$ cat src/twc_params.svh
/*
 * Constants of the two-wire controller register slice: addresses, field
 * positions, widths, reset values and the protection key.
 * Assumes it is included by bare name from the package and design files.
 */
`ifndef TWC_PARAMS_SVH
`define TWC_PARAMS_SVH

// ==========================================================================
// Register byte addresses
`define TWC_ADR_IER 32'hf8010024
`define TWC_ADR_IDR 32'hf8010028
`define TWC_ADR_IMR 32'hf801002c
`define TWC_ADR_RHR 32'hf8010030
`define TWC_ADR_THR 32'hf8010034
`define TWC_ADR_WPM 32'hf80100e4
`define TWC_ADR_WPS 32'hf80100e8
`define TWC_ADR_CWG 32'hf8010010
`define TWC_ADR_SMR 32'hf8010008

// ==========================================================================
// Widths and field positions
`define TWC_WORD_W 32
`define TWC_BYTE_W 8
`define TWC_IRQ_W 12
`define TWC_KEY_W 24
`define TWC_KEY_LSB 8
`define TWC_REJ_W 24
`define TWC_REJ_LSB 8
`define TWC_PROT_BIT 0
`define TWC_ERR_BIT 0
`define TWC_FLAG_PAD 7

// ==========================================================================
// Values
`define TWC_KEY 24'h545749
`define TWC_IRQ_VALID 12'hf77
`define TWC_IRQ_RST 12'h000
`define TWC_BYTE_RST 8'h00
`define TWC_WORD_RST 32'h00000000
`define TWC_CWG_RST 32'h00000000
`define TWC_SMR_RST 32'h00000000

`endif

$ cat src/twc_pkg.sv
/*
 * Types shared by the two-wire controller register slice.
 * Assumes twc_params.svh is on the include path.
 */
`default_nettype none
`include "twc_params.svh"

package twc_pkg;
	typedef logic [`TWC_WORD_W-1:0] twc_word_t;
	typedef logic [`TWC_BYTE_W-1:0] twc_byte_t;
	typedef logic [`TWC_IRQ_W-1:0] twc_irq_t;
	typedef enum logic [3:0] {
		TWC_R_NONE = 4'h0,
		TWC_R_IER = 4'h1,
		TWC_R_IDR = 4'h2,
		TWC_R_IMR = 4'h3,
		TWC_R_RHR = 4'h4,
		TWC_R_THR = 4'h5,
		TWC_R_WPM = 4'h6,
		TWC_R_WPS = 4'h7,
		TWC_R_CWG = 4'h8,
		TWC_R_SMR = 4'h9
	} twc_reg_t;
endpackage

`default_nettype wire

$ cat src/twc_protect_enable_guard.sv
/*
 * Keyed write protection for the clock waveform and slave mode registers,
 * with capture of the address of a rejected write.
 * Assumes decoded selects from the register bank on the same clock.
 */
`default_nettype none
`include "twc_params.svh"

module twc_protect_enable_guard
	import twc_pkg::*;
(
	// Clock and reset.
	input wire logic clk,
	input wire logic rst_n,
	// Decoded bus access.
	input wire logic wr_en,
	input wire twc_word_t wr_addr,
	input wire twc_word_t wr_data,
	input wire logic mode_sel,
	input wire logic guarded_sel,
	input wire logic status_rd,
	// Protection state.
	output logic prot_en,
	output logic blocked,
	output logic viol,
	output logic [`TWC_REJ_W-1:0] rej_addr
);

	// ======================================================================
	// Key check and enable bit
	logic prot_q;
	logic prot_d;
	logic viol_q;
	logic viol_d;
	logic [`TWC_REJ_W-1:0] rej_q;
	logic [`TWC_REJ_W-1:0] rej_d;
	wire key_ok = wr_data[`TWC_WORD_W-1:`TWC_KEY_LSB] == `TWC_KEY;
	wire mode_wr = wr_en & mode_sel;

	assign prot_d = (mode_wr & key_ok) ? wr_data[`TWC_PROT_BIT] : prot_q;

	assign blocked = wr_en & guarded_sel & prot_q;

	// ======================================================================
	// Violation record
	// A rejection in the cycle of a status read wins over the clear.
	// flag on rejection.
	assign viol_d = blocked ? 1'b1 : (status_rd ? 1'b0 : viol_q);
	assign rej_d = blocked ? wr_addr[`TWC_REJ_W-1:0] :
		(status_rd ? {`TWC_REJ_W{1'b0}} : rej_q);

	always_ff @(posedge clk or negedge rst_n) begin
		if (!rst_n) begin
			prot_q <= 1'b0;
			viol_q <= 1'b0;
			rej_q <= {`TWC_REJ_W{1'b0}};
		end else begin
			prot_q <= prot_d;
			viol_q <= viol_d;
			rej_q <= rej_d;
		end
	end

	assign prot_en = prot_q;
	assign viol = viol_q;
	assign rej_addr = rej_q;
endmodule

`default_nettype wire

$ cat src/twc_regs.sv
/*
 * Register bank of the two-wire controller: interrupt mask with set and
 * clear ports, receive and transmit holding bytes, guarded configuration
 * and keyed write protection.
 * Assumes a protocol engine on REF_CLK that supplies status flags and
 * received bytes and takes transmit bytes; it is not part of this block.
 */
`default_nettype none
`include "twc_params.svh"

module twc_regs
	import twc_pkg::*;
(
	// Clock and reset.
	input wire logic REF_CLK,
	input wire logic RST_N,
	// Register bus.
	input wire twc_word_t BUS_ADDR,
	input wire twc_word_t BUS_WDATA,
	input wire logic BUS_WR,
	input wire logic BUS_RD,
	output logic [`TWC_WORD_W-1:0] BUS_RDATA,
	// Protocol engine status and data.
	input wire twc_irq_t STATUS_FLAGS,
	input wire twc_byte_t RX_BYTE,
	input wire logic RX_LOAD,
	output logic RX_TAKEN,
	output logic [`TWC_BYTE_W-1:0] TX_BYTE,
	output logic TX_LOAD,
	// Configuration towards the engine.
	output logic [`TWC_WORD_W-1:0] CLK_WAVE_CFG,
	output logic [`TWC_WORD_W-1:0] SLAVE_MODE_CFG,
	// Interrupt request.
	output logic IRQ
);

	// ======================================================================
	// Address decode
	function automatic twc_reg_t decode(input twc_word_t a);
		twc_reg_t r;
		r = TWC_R_NONE;
		case (a)
			`TWC_ADR_IER: r = TWC_R_IER;
			`TWC_ADR_IDR: r = TWC_R_IDR;
			`TWC_ADR_IMR: r = TWC_R_IMR;
			`TWC_ADR_RHR: r = TWC_R_RHR;
			`TWC_ADR_THR: r = TWC_R_THR;
			`TWC_ADR_WPM: r = TWC_R_WPM;
			`TWC_ADR_WPS: r = TWC_R_WPS;
			`TWC_ADR_CWG: r = TWC_R_CWG;
			`TWC_ADR_SMR: r = TWC_R_SMR;
			default: r = TWC_R_NONE;
		endcase
		return r;
	endfunction

	twc_reg_t sel;
	assign sel = decode(BUS_ADDR);

	wire wr_ier = BUS_WR & (sel == TWC_R_IER);
	wire wr_idr = BUS_WR & (sel == TWC_R_IDR);
	wire wr_thr = BUS_WR & (sel == TWC_R_THR);
	wire wr_cwg = BUS_WR & (sel == TWC_R_CWG);
	wire wr_smr = BUS_WR & (sel == TWC_R_SMR);
	wire rd_rhr = BUS_RD & (sel == TWC_R_RHR);
	wire rd_wps = BUS_RD & (sel == TWC_R_WPS);
	wire guarded_sel = (sel == TWC_R_CWG) | (sel == TWC_R_SMR);

	// ======================================================================
	// Write protection
	logic prot_en;
	logic blocked;
	logic viol;
	logic [`TWC_REJ_W-1:0] rej_addr;

	twc_protect_enable_guard u_guard (
		.clk(REF_CLK),
		.rst_n(RST_N),
		.wr_en(BUS_WR),
		.wr_addr(BUS_ADDR),
		.wr_data(BUS_WDATA),
		.mode_sel(sel == TWC_R_WPM),
		.guarded_sel(guarded_sel),
		.status_rd(rd_wps),
		.prot_en(prot_en),
		.blocked(blocked),
		.viol(viol),
		.rej_addr(rej_addr)
	);

	// ======================================================================
	// Interrupt mask
	twc_irq_t mask_q;
	twc_irq_t mask_d;
	twc_irq_t set_bits;
	twc_irq_t clr_bits;

	// Reserved positions never latch, so they always read back as zero.
	assign set_bits = wr_ier ? (BUS_WDATA[`TWC_IRQ_W-1:0] & `TWC_IRQ_VALID) : '0;
	assign clr_bits = wr_idr ? BUS_WDATA[`TWC_IRQ_W-1:0] : '0;

	genvar gi;
	generate
		for (gi = 0; gi < `TWC_IRQ_W; gi++) begin : g_mask
			assign mask_d[gi] = set_bits[gi] | (mask_q[gi] & ~clr_bits[gi]);
		end
	endgenerate

	always_ff @(posedge REF_CLK or negedge RST_N) begin
		if (!RST_N) begin
			mask_q <= `TWC_IRQ_RST;
		end else begin
			mask_q <= mask_d;
		end
	end

	wire irq_d = |(STATUS_FLAGS & mask_q & `TWC_IRQ_VALID);
	logic irq_q;

	always_ff @(posedge REF_CLK or negedge RST_N) begin
		if (!RST_N) begin
			irq_q <= 1'b0;
		end else begin
			irq_q <= irq_d;
		end
	end

	assign IRQ = irq_q;

	// ======================================================================
	// Holding bytes
	twc_byte_t rx_q;
	twc_byte_t tx_q;
	logic tx_load_q;

	always_ff @(posedge REF_CLK or negedge RST_N) begin
		if (!RST_N) begin
			rx_q <= `TWC_BYTE_RST;
		end else if (RX_LOAD) begin
			rx_q <= RX_BYTE;
		end
	end

	always_ff @(posedge REF_CLK or negedge RST_N) begin
		if (!RST_N) begin
			tx_q <= `TWC_BYTE_RST;
			tx_load_q <= 1'b0;
		end else begin
			tx_load_q <= wr_thr;
			if (wr_thr) begin
				tx_q <= BUS_WDATA[`TWC_BYTE_W-1:0];
			end
		end
	end

	assign TX_BYTE = tx_q;
	assign TX_LOAD = tx_load_q;
	// The engine uses this to drop its receive-ready flag.
	assign RX_TAKEN = rd_rhr;

	// ======================================================================
	// Guarded configuration
	twc_word_t cwg_q;
	twc_word_t smr_q;

	always_ff @(posedge REF_CLK or negedge RST_N) begin
		if (!RST_N) begin
			cwg_q <= `TWC_CWG_RST;
			smr_q <= `TWC_SMR_RST;
		end else begin
			if (wr_cwg && !blocked) begin
				cwg_q <= BUS_WDATA;
			end
			if (wr_smr && !blocked) begin
				smr_q <= BUS_WDATA;
			end
		end
	end

	assign CLK_WAVE_CFG = cwg_q;
	assign SLAVE_MODE_CFG = smr_q;

	// ======================================================================
	// Read data
	twc_word_t rd_mux;
	twc_word_t imr_view;
	twc_word_t wpm_view;
	twc_word_t wps_view;
	twc_word_t rdata_q;

	assign imr_view = {{(`TWC_WORD_W-`TWC_IRQ_W){1'b0}}, mask_q & `TWC_IRQ_VALID};
	assign wpm_view = {{(`TWC_WORD_W-1){1'b0}}, prot_en};
	assign wps_view = {rej_addr, {`TWC_FLAG_PAD{1'b0}}, viol};

	assign rd_mux =
		(sel == TWC_R_IMR) ? imr_view :
		(sel == TWC_R_RHR) ? {{(`TWC_WORD_W-`TWC_BYTE_W){1'b0}}, rx_q} :
		(sel == TWC_R_THR) ? {{(`TWC_WORD_W-`TWC_BYTE_W){1'b0}}, tx_q} :
		(sel == TWC_R_WPM) ? wpm_view :
		(sel == TWC_R_WPS) ? wps_view :
		(sel == TWC_R_CWG) ? cwg_q :
		(sel == TWC_R_SMR) ? smr_q : `TWC_WORD_RST;

	// Data stands only in the cycle after the read strobe.
	always_ff @(posedge REF_CLK or negedge RST_N) begin
		if (!RST_N) begin
			rdata_q <= `TWC_WORD_RST;
		end else begin
			rdata_q <= BUS_RD ? rd_mux : `TWC_WORD_RST;
		end
	end

	assign BUS_RDATA = rdata_q;
endmodule

`default_nettype wire

$ cat config.mk
export PLATFORM = sky130hd
export DESIGN_NAME = twc_regs
export DESIGN_NICKNAME = d
export VERILOG_FILES = /design/src/twc_pkg.sv /design/src/twc_protect_enable_guard.sv /design/src/twc_regs.sv
export VERILOG_INCLUDE_DIRS = /design/src
export SDC_FILE = /design/constraint.sdc
export NUM_CORES = 1
export LEC_CHECK = 0
export BUFFER_PORTS_ARGS = -buffer_cell sky130_fd_sc_hd__buf_4
export CORE_AREA = 2 2 128 130
export DETAILED_ROUTE_END_ITERATION = 10
export DIE_AREA = 0 0 130 132
export GPL_TIMING_DRIVEN = 0
export PLACE_DENSITY = 0.7
export RECOVER_POWER = 100
export SLEW_MARGIN = 20
export SYNTH_ARGS = -nofsm -noshare
export SYNTH_HDL_FRONTEND = slang
export SYNTH_SLANG_ARGS = --single-unit
$ cat constraint.sdc
create_clock -name REF_CLK -period 2.03 [get_ports REF_CLK]
set_clock_uncertainty 0.05 [all_clocks]
set_input_delay 0.406 -clock REF_CLK [delete_from_list [all_inputs] [get_ports REF_CLK]]
set_output_delay 0.406 -clock REF_CLK [all_outputs]
set_load 0.01 [all_outputs]
==> metrics.yaml, run 1 <==
timing:
  rsz0062_at_grt: "true"
  tightest_slew_ns: 0.821
  fmax_mhz: 473
  final-max-slew-violation-count: 0
  report.final.setup_viol: 2
  hold_violations: 0
  worst_slack_ns: -0.0845
  finalHoldWorstSlack_ns: 0.163
  maxSlewHeadroom: 0.453
  min_period_ns: 2.11
  period_share: 1.04
global_routing:
  grt_max_degree: 93
  grt_pass1_vias: 5811
  gr-total-overflow: 0
  gr-usage-all-layers: 0.248
  grt_first_pass_wirelength_um: 32600
  antenna_found_initial: 0
floorplan:
  rows: 46
  coreArea_sq_mm: 0.0157
  io_pins: 196
  start_util: 0.421
  die_height_um: 132
  die_x_um: 130
  die_area_sq_mm: 0.0172
min_path:
  hp-class: "in -> reg"
  hp-start: "RX_BYTE[0]"
  hold_path_end: "rx_q[0]$_DFFE_PN0P_"
  min_path_cells: 2
clock_tree:
  cts_root_buf: "clkbuf_16"
  htree_levels: 4
  cts_tree: "done"
  clkTransAtPathRegs_ns: 0.06
  cts_made_buffers: 17
  cts_num_sinks: 150
  cts_max_path_buffers: 2
  clk_latency_ns: 0.43
synth:
  ys_warn_count: 0
  synthTopCellsByArea: "dfrtp_1 (57%), mux2_2 (14%), and2_1 (2.6%), a22oi_1 (2.6%), nand4_1 (2.1%)"
  ys_seq_area_frac: 0.567
  synth_most_common_cell: "dfrtp_1"
  syn_inst: 541
  synth_edf_count: 0
  avgSynthCellArea_sq_um: 12.2
  yosys.area.top_type: "dfrtp_1"
  ys.flop_type: "dfrtp_1"
  synth_cell_type_count: 53
  synthTopCellsByCount: "dfrtp_1 (150), mux2_2 (80), nand2_1 (33)"
  synth_nets: 630
  synthArstFlopShare: 1.00
  synth_top_area_share: 0.567
  ys_ff_latch: 150
  syn_area_sq_mm: 0.00662
worst_setup_path:
  cp_cell_sequence: "buf_4 -> nor4_4 -> nand4_1 -> nor2_4 -> buf_8 -> nand3_4 -> nor2_4 -> buf_6"
  path_max_fanout: 4
  cp.arrival_ns: 1.66
  rr_endpoint: "SLAVE_MODE_CFG[3]$_DFFE_PN0P_"
  max_stage_delay_ns: 0.28
  critPathLaunchType: "input port"
  critical_path.slowest_cell: "nor4_4"
  worst-endpoint-required_ns: 1.57
  critPathKind: "in -> out"
  end_kind: "primary output"
  reg2reg_setup_slack_ns: 0.37
  path_common_cell: "nor2_4"
  rr_worst_depth: 4
  r2r-start: "u_guard.prot_en$_DFFE_PN0P_"
run:
  maxCapViolCount: 0
cells_and_area:
  final_cell_area_sq_mm: 0.00951
  utilization: 0.605
  drive_gt1_frac: 0.452
  syn_to_final_growth_pct: 43.7
  num_antenna_cells: 0
  nets: 865
route:
  wl_per_cell_um: 21.3
  ant_nets: 0
  drt_iter0_markers: 543
  drt_drc_violations_left: 0
  finalWirelength_um: 21400
  drtPass1Iterations: 5
  routed_via_density: 5.65
  route.vias.total: 5682
power_and_ir_drop:
  p_leak_nw: 4.50
  ir_drop_mv: 0.600
  power_density_mw_per_mm2: 689
placement:
  dp_hpwl_um: 14900
  post-place-ws_ns: -0.963
  post_dp_cell_area_sq_mm: 0.00851
  io_buffers: 192
  gp_congestion: 0.891
outcome:
  status: "finished, violations left"
  violations: "setup timing"
## area by class of cell
type                            count  area (sq um)
Fill cell                        1286          6200
Buffer                             31           260
Timing Repair Buffer              219          1630
Inverter                           12          45.0
Clock inverter                     13           156
Multi-Input combinational cell    345          2970
Tap cell                          216           270
Sequential cell                   150          3750
Clock buffer                       19           433
## critical path, delay by kind of cell
| kind | cells | cell delay, ns |
|---|---|---|
| simple gates | 5 | 0.89 |
| buf+inv | 3 | 0.36 |
## layer usage
metal | up-vias | part of all wire | GRT usage
li1 | 2516 | - | -
met1 | 2850 | 0.41 | 0.318
met2 | 279 | 0.50 | 0.411
met3 | 37 | 0.070 | 0.0593
met4 | 0 | 0.023 | 0.0854
met5 | - | 0 | 0
## cell usage in the layout, fill, tap and decap left out, drive strengths merged, types with 3 or more instances in the layout
master  instances
nor3b           4
buf           195
nand3           7
inv            13
and3            3
nor4            4
clkinv          7
o21ai          21
and4b           4
a22o            7
nand2          33
bufinv          3
a31oi           3
a22oi          23
nor2           14
clkbuf         73
o41ai          10
o221ai          3
a222oi          8
a21oi          23
o221a           3
a211oi          4
nor4b           6
nand4          22
mux2           81
and4            6
dfrtp         150
and2           28
nor3            7
## worst max-delay path by stage
stage	from	end	depth (start not counted)
2_1_floorplan	BUS_ADDR[3]	CLK_WAVE_CFG[10]$_DFFE_PN0P_	6
3_3_place_gp	BUS_ADDR[3]	CLK_WAVE_CFG[4]$_DFFE_PN0P_	7
3_5_place_dp	BUS_ADDR[3]	CLK_WAVE_CFG[23]$_DFFE_PN0P_	7
4_1_cts	BUS_ADDR[8]	RX_TAKEN	8
5_1_grt	BUS_ADDR[21]	RX_TAKEN	8
6_report	BUS_ADDR[21]	RX_TAKEN	8
## through the flow
stage,power (mW),TNS (ns),instances
after CTS,6.58,-0.366,995
after detailed placement,3.42,-94.63,950
after floorplan,3.15,-13.45,541
after global routing,6.77,-0.693,1005
after global placement,3.40,-112.21,949
final,6.55,-0.0897,1005
## flip-flops by register name, indices dropped and copies added (netlist names)
name,flops
TX_LOAD,1
SLAVE_MODE_CFG,32
CLK_WAVE_CFG,32
mask_q,10
u_guard.rej_addr,24
rx_q,8
BUS_RDATA,32
IRQ,1
u_guard.viol,1
TX_BYTE,8
u_guard.prot_en,1
## kinds of logic (layout without fill, tap and decap cells)
group,count (synthesis),in the layout,share of synthesized area
flops,150,150,0.567
simple gates,147,147,0.135
compound gates,116,116,0.125
mux,81,81,0.138
buf+inv,46,294,0.0335
xor+xnor,1,1,0.00132
## timing repair
item	4_1_cts	5_1_grt
hold endpoints to repair	58	0
gates cloned	2	0
buffers inserted	14	11
endpoints found under the setup margin	129	122
resized for setup	54	34
pin swaps	5	11
hold buffers	1	0
## power breakdown
group          leakage [nW]  switching, mW  internal, mW  total (mW)
Combinational          2.14          0.203         0.180       0.384
Sequential             2.08         0.0108          3.01        3.02
Clock                 0.287           1.23          1.93        3.15
Note: power is estimated with default switching activity, not from simulation.
==> run 2: changes to the inputs <==
--- a/config.mk
+++ b/config.mk
@@ -6,7 +6,8 @@
 export SDC_FILE = /design/constraint.sdc
 export NUM_CORES = 1
 export LEC_CHECK = 0
-export BUFFER_PORTS_ARGS = -buffer_cell sky130_fd_sc_hd__buf_4
+export BUFFER_PORTS_ARGS = -buffer_cell sky130_fd_sc_hd__buf_2
+export CAP_MARGIN = 25
 export CORE_AREA = 2 2 128 130
 export DETAILED_ROUTE_END_ITERATION = 10
 export DIE_AREA = 0 0 130 132
==> run 2 against run 1 <==
  * The flow still finishes with violations (setup timing)
  * First-iteration DRC count grew 3.5%
  * Sequential share of layout area increased by 1.9 points
  * Maximum frequency increased by 2.2%
  * Cell count rose by 0.40%
  * Core utilization is 2.8 points lower
  * Worst hold slack got worse by 0.0081 ns
  * Non-clock buffer count is 4 higher
  * Register-to-register slack is essentially flat
  * Combinational power down 9.4%
  * Sequential cell count is the same
  * Count of clock-buffer cells in the layout unchanged
  * Design area is 4.7% lower
  * Highest routed layer is now met5
==> metrics.yaml, run 2 (synthesized netlist as in run 1, its figures left out) <==
outcome:
  status: "finished, violations left"
  violations: "setup timing"
power_and_ir_drop:
  ir_drop_mv: 0.576
  p_leak_nw: 4.16
  finalPower_mw: 6.76
  power_density_mw_per_mm2: 745
timing:
  period_share: 1.02
  report.final.setup_viol: 3
  worst_slack_ns: -0.0390
  final-max-slew-violation-count: 0
  min_period_ns: 2.07
  maxSlewHeadroom: 0.187
  timing.setup.tns_ns: -0.0424
  hold_violations: 0
  rsz0062_at_grt: "true"
  fmax_mhz: 483
  finalHoldWorstSlack_ns: 0.155
  tightest_slew_ns: 1.22
worst_setup_path:
  path_max_fanout: 10
  critPathKind: "in -> out"
  rr_worst_depth: 4
  cp.arrival_ns: 1.61
  critPathLaunchType: "input port"
  reg2reg_setup_slack_ns: 0.36
  end_kind: "primary output"
  r2r-start: "u_guard.prot_en$_DFFE_PN0P_"
  worst-endpoint-required_ns: 1.57
  rr_endpoint: "SLAVE_MODE_CFG[1]$_DFFE_PN0P_"
route:
  wl_per_cell_um: 20.8
  topRoutingLayerUsed: "met5"
  drt_iter0_markers: 562
  route.vias.total: 5737
  drtPass1Iterations: 7
  wl_met2_um: 10400
  m1WireLength_um: 8650
  wl_met3_um: 1660
  routed_via_density: 5.69
  finalWirelength_um: 21000
  drt_drc_violations_left: 0
  ant_nets: 0
min_path:
  hold_path_end: "rx_q[7]$_DFFE_PN0P_"
  min_path_cells: 2
  hp-class: "in -> reg"
  hp-start: "RX_BYTE[7]"
cells_and_area:
  syn_to_final_growth_pct: 37.0
  fillers: 1363
  drive_gt1_frac: 0.358
  final_common_cell: "dfrtp_1"
  layout_common_cells: "dfrtp_1 (150), clkbuf_1 (114), buf_2 (78)"
  multiInputGateArea_sq_mm: 0.00292
  nets: 869
  utilization: 0.577
  seq_area_sq_mm: 0.00375
  num_antenna_cells: 0
global_routing:
  antenna_found_initial: 1
  grt_pass1_vias: 5846
  grt_first_pass_wirelength_um: 32100
  gr-total-overflow: 0
  grt_max_degree: 88
  gr-usage-all-layers: 0.245
clock_tree:
  cts_made_buffers: 17
  cts_tree: "done"
  cts_num_sinks: 150
  cts_root_buf: "clkbuf_16"
  clkTransAtPathRegs_ns: 0.06
  clk_latency_ns: 0.43
  cts_max_path_buffers: 2
  htree_levels: 4
floorplan:
  coreArea_sq_mm: 0.0157
  io_pins: 196
  die_x_um: 130
  start_util: 0.421
  die_height_um: 132
  die_area_sq_mm: 0.0172
  rows: 46
run:
  maxCapViolCount: 0
placement:
  dp_hpwl_um: 14400
  io_buffers: 192
  gp_congestion: 0.893
run 2: cell types whose count changed in the layout (fill, tap and decap cells not counted), moves of 4 or more:
cell      delta
buf_2       +76
buf_4      -146
clkbuf_1    +71
clkinv_2     -4
run 2: worst max-delay path by stage:
stage / to / from / depth (start not counted) / slack (ns)
after global routing: RX_TAKEN / BUS_ADDR[25] / 7 / -0.1
after global placement: SLAVE_MODE_CFG[6]$_DFFE_PN0P_ / RST_N / 1 / -1.58
after detailed placement: CLK_WAVE_CFG[12]$_DFFE_PN0P_ / BUS_ADDR[3] / 7 / -0.93
after floorplan: CLK_WAVE_CFG[10]$_DFFE_PN0P_ / BUS_ADDR[3] / 6 / -0.33
after CTS: RX_TAKEN / BUS_ADDR[20] / 8 / -0.14
final: RX_TAKEN / BUS_ADDR[2] / 7 / -0.04
run 2: layer usage:
metal,GRT usage,up-vias
met5,0,-
li1,-,2532
met2,0.415,304
met1,0.311,2869
met3,0.0662,30
met4,0.0573,2
run 2: power by group:
group	switching (mW)	total, mW	internal, mW
logic	0.202	0.348	0.146
registers	0.0101	3.02	3.01
clock network	1.29	3.39	2.11
total	1.50	6.76	5.26
run 2: cell type report:
cell class,count,share of cell area
Sequential cell,150,0.414
Multi-Input combinational cell,345,0.322
Timing Repair Buffer,226,0.134
Clock buffer,19,0.0488
Tap cell,216,0.0298
Buffer,28,0.0247
Clock inverter,13,0.0214
Inverter,12,0.00497
run 2: critical path, stage by stage:
cell,delay [ns]
buf_2,0.18
clkbuf_2,0.27
nand4_1,0.25
and2_4,0.25
nand3_2,0.07
nor2_2,0.04
buf_2,0.14
run 2: per-stage QoR:
| stage | std cells | setup slack, ns | instance area (sq um) |
|---|---|---|---|
| detailed placement | 950 | -0.931 | 8030 |
| global placement | 949 | -1.58 | 7990 |
| floorplan | 541 | -0.331 | 6760 |
| CTS | 998 | -0.138 | 9040 |
| global route | 1009 | -0.0993 | 9070 |
| finish | 1009 | -0.0390 | 9070 |
run 2: what timing repair did:
item,4_1_cts,5_1_grt
setup endpoints to repair,128,101
setup buffers,16,15
hold buffers,1,0
gates resized for setup,55,35
pin swaps,6,13
hold endpoints to repair,86,0
gates cloned,3,1
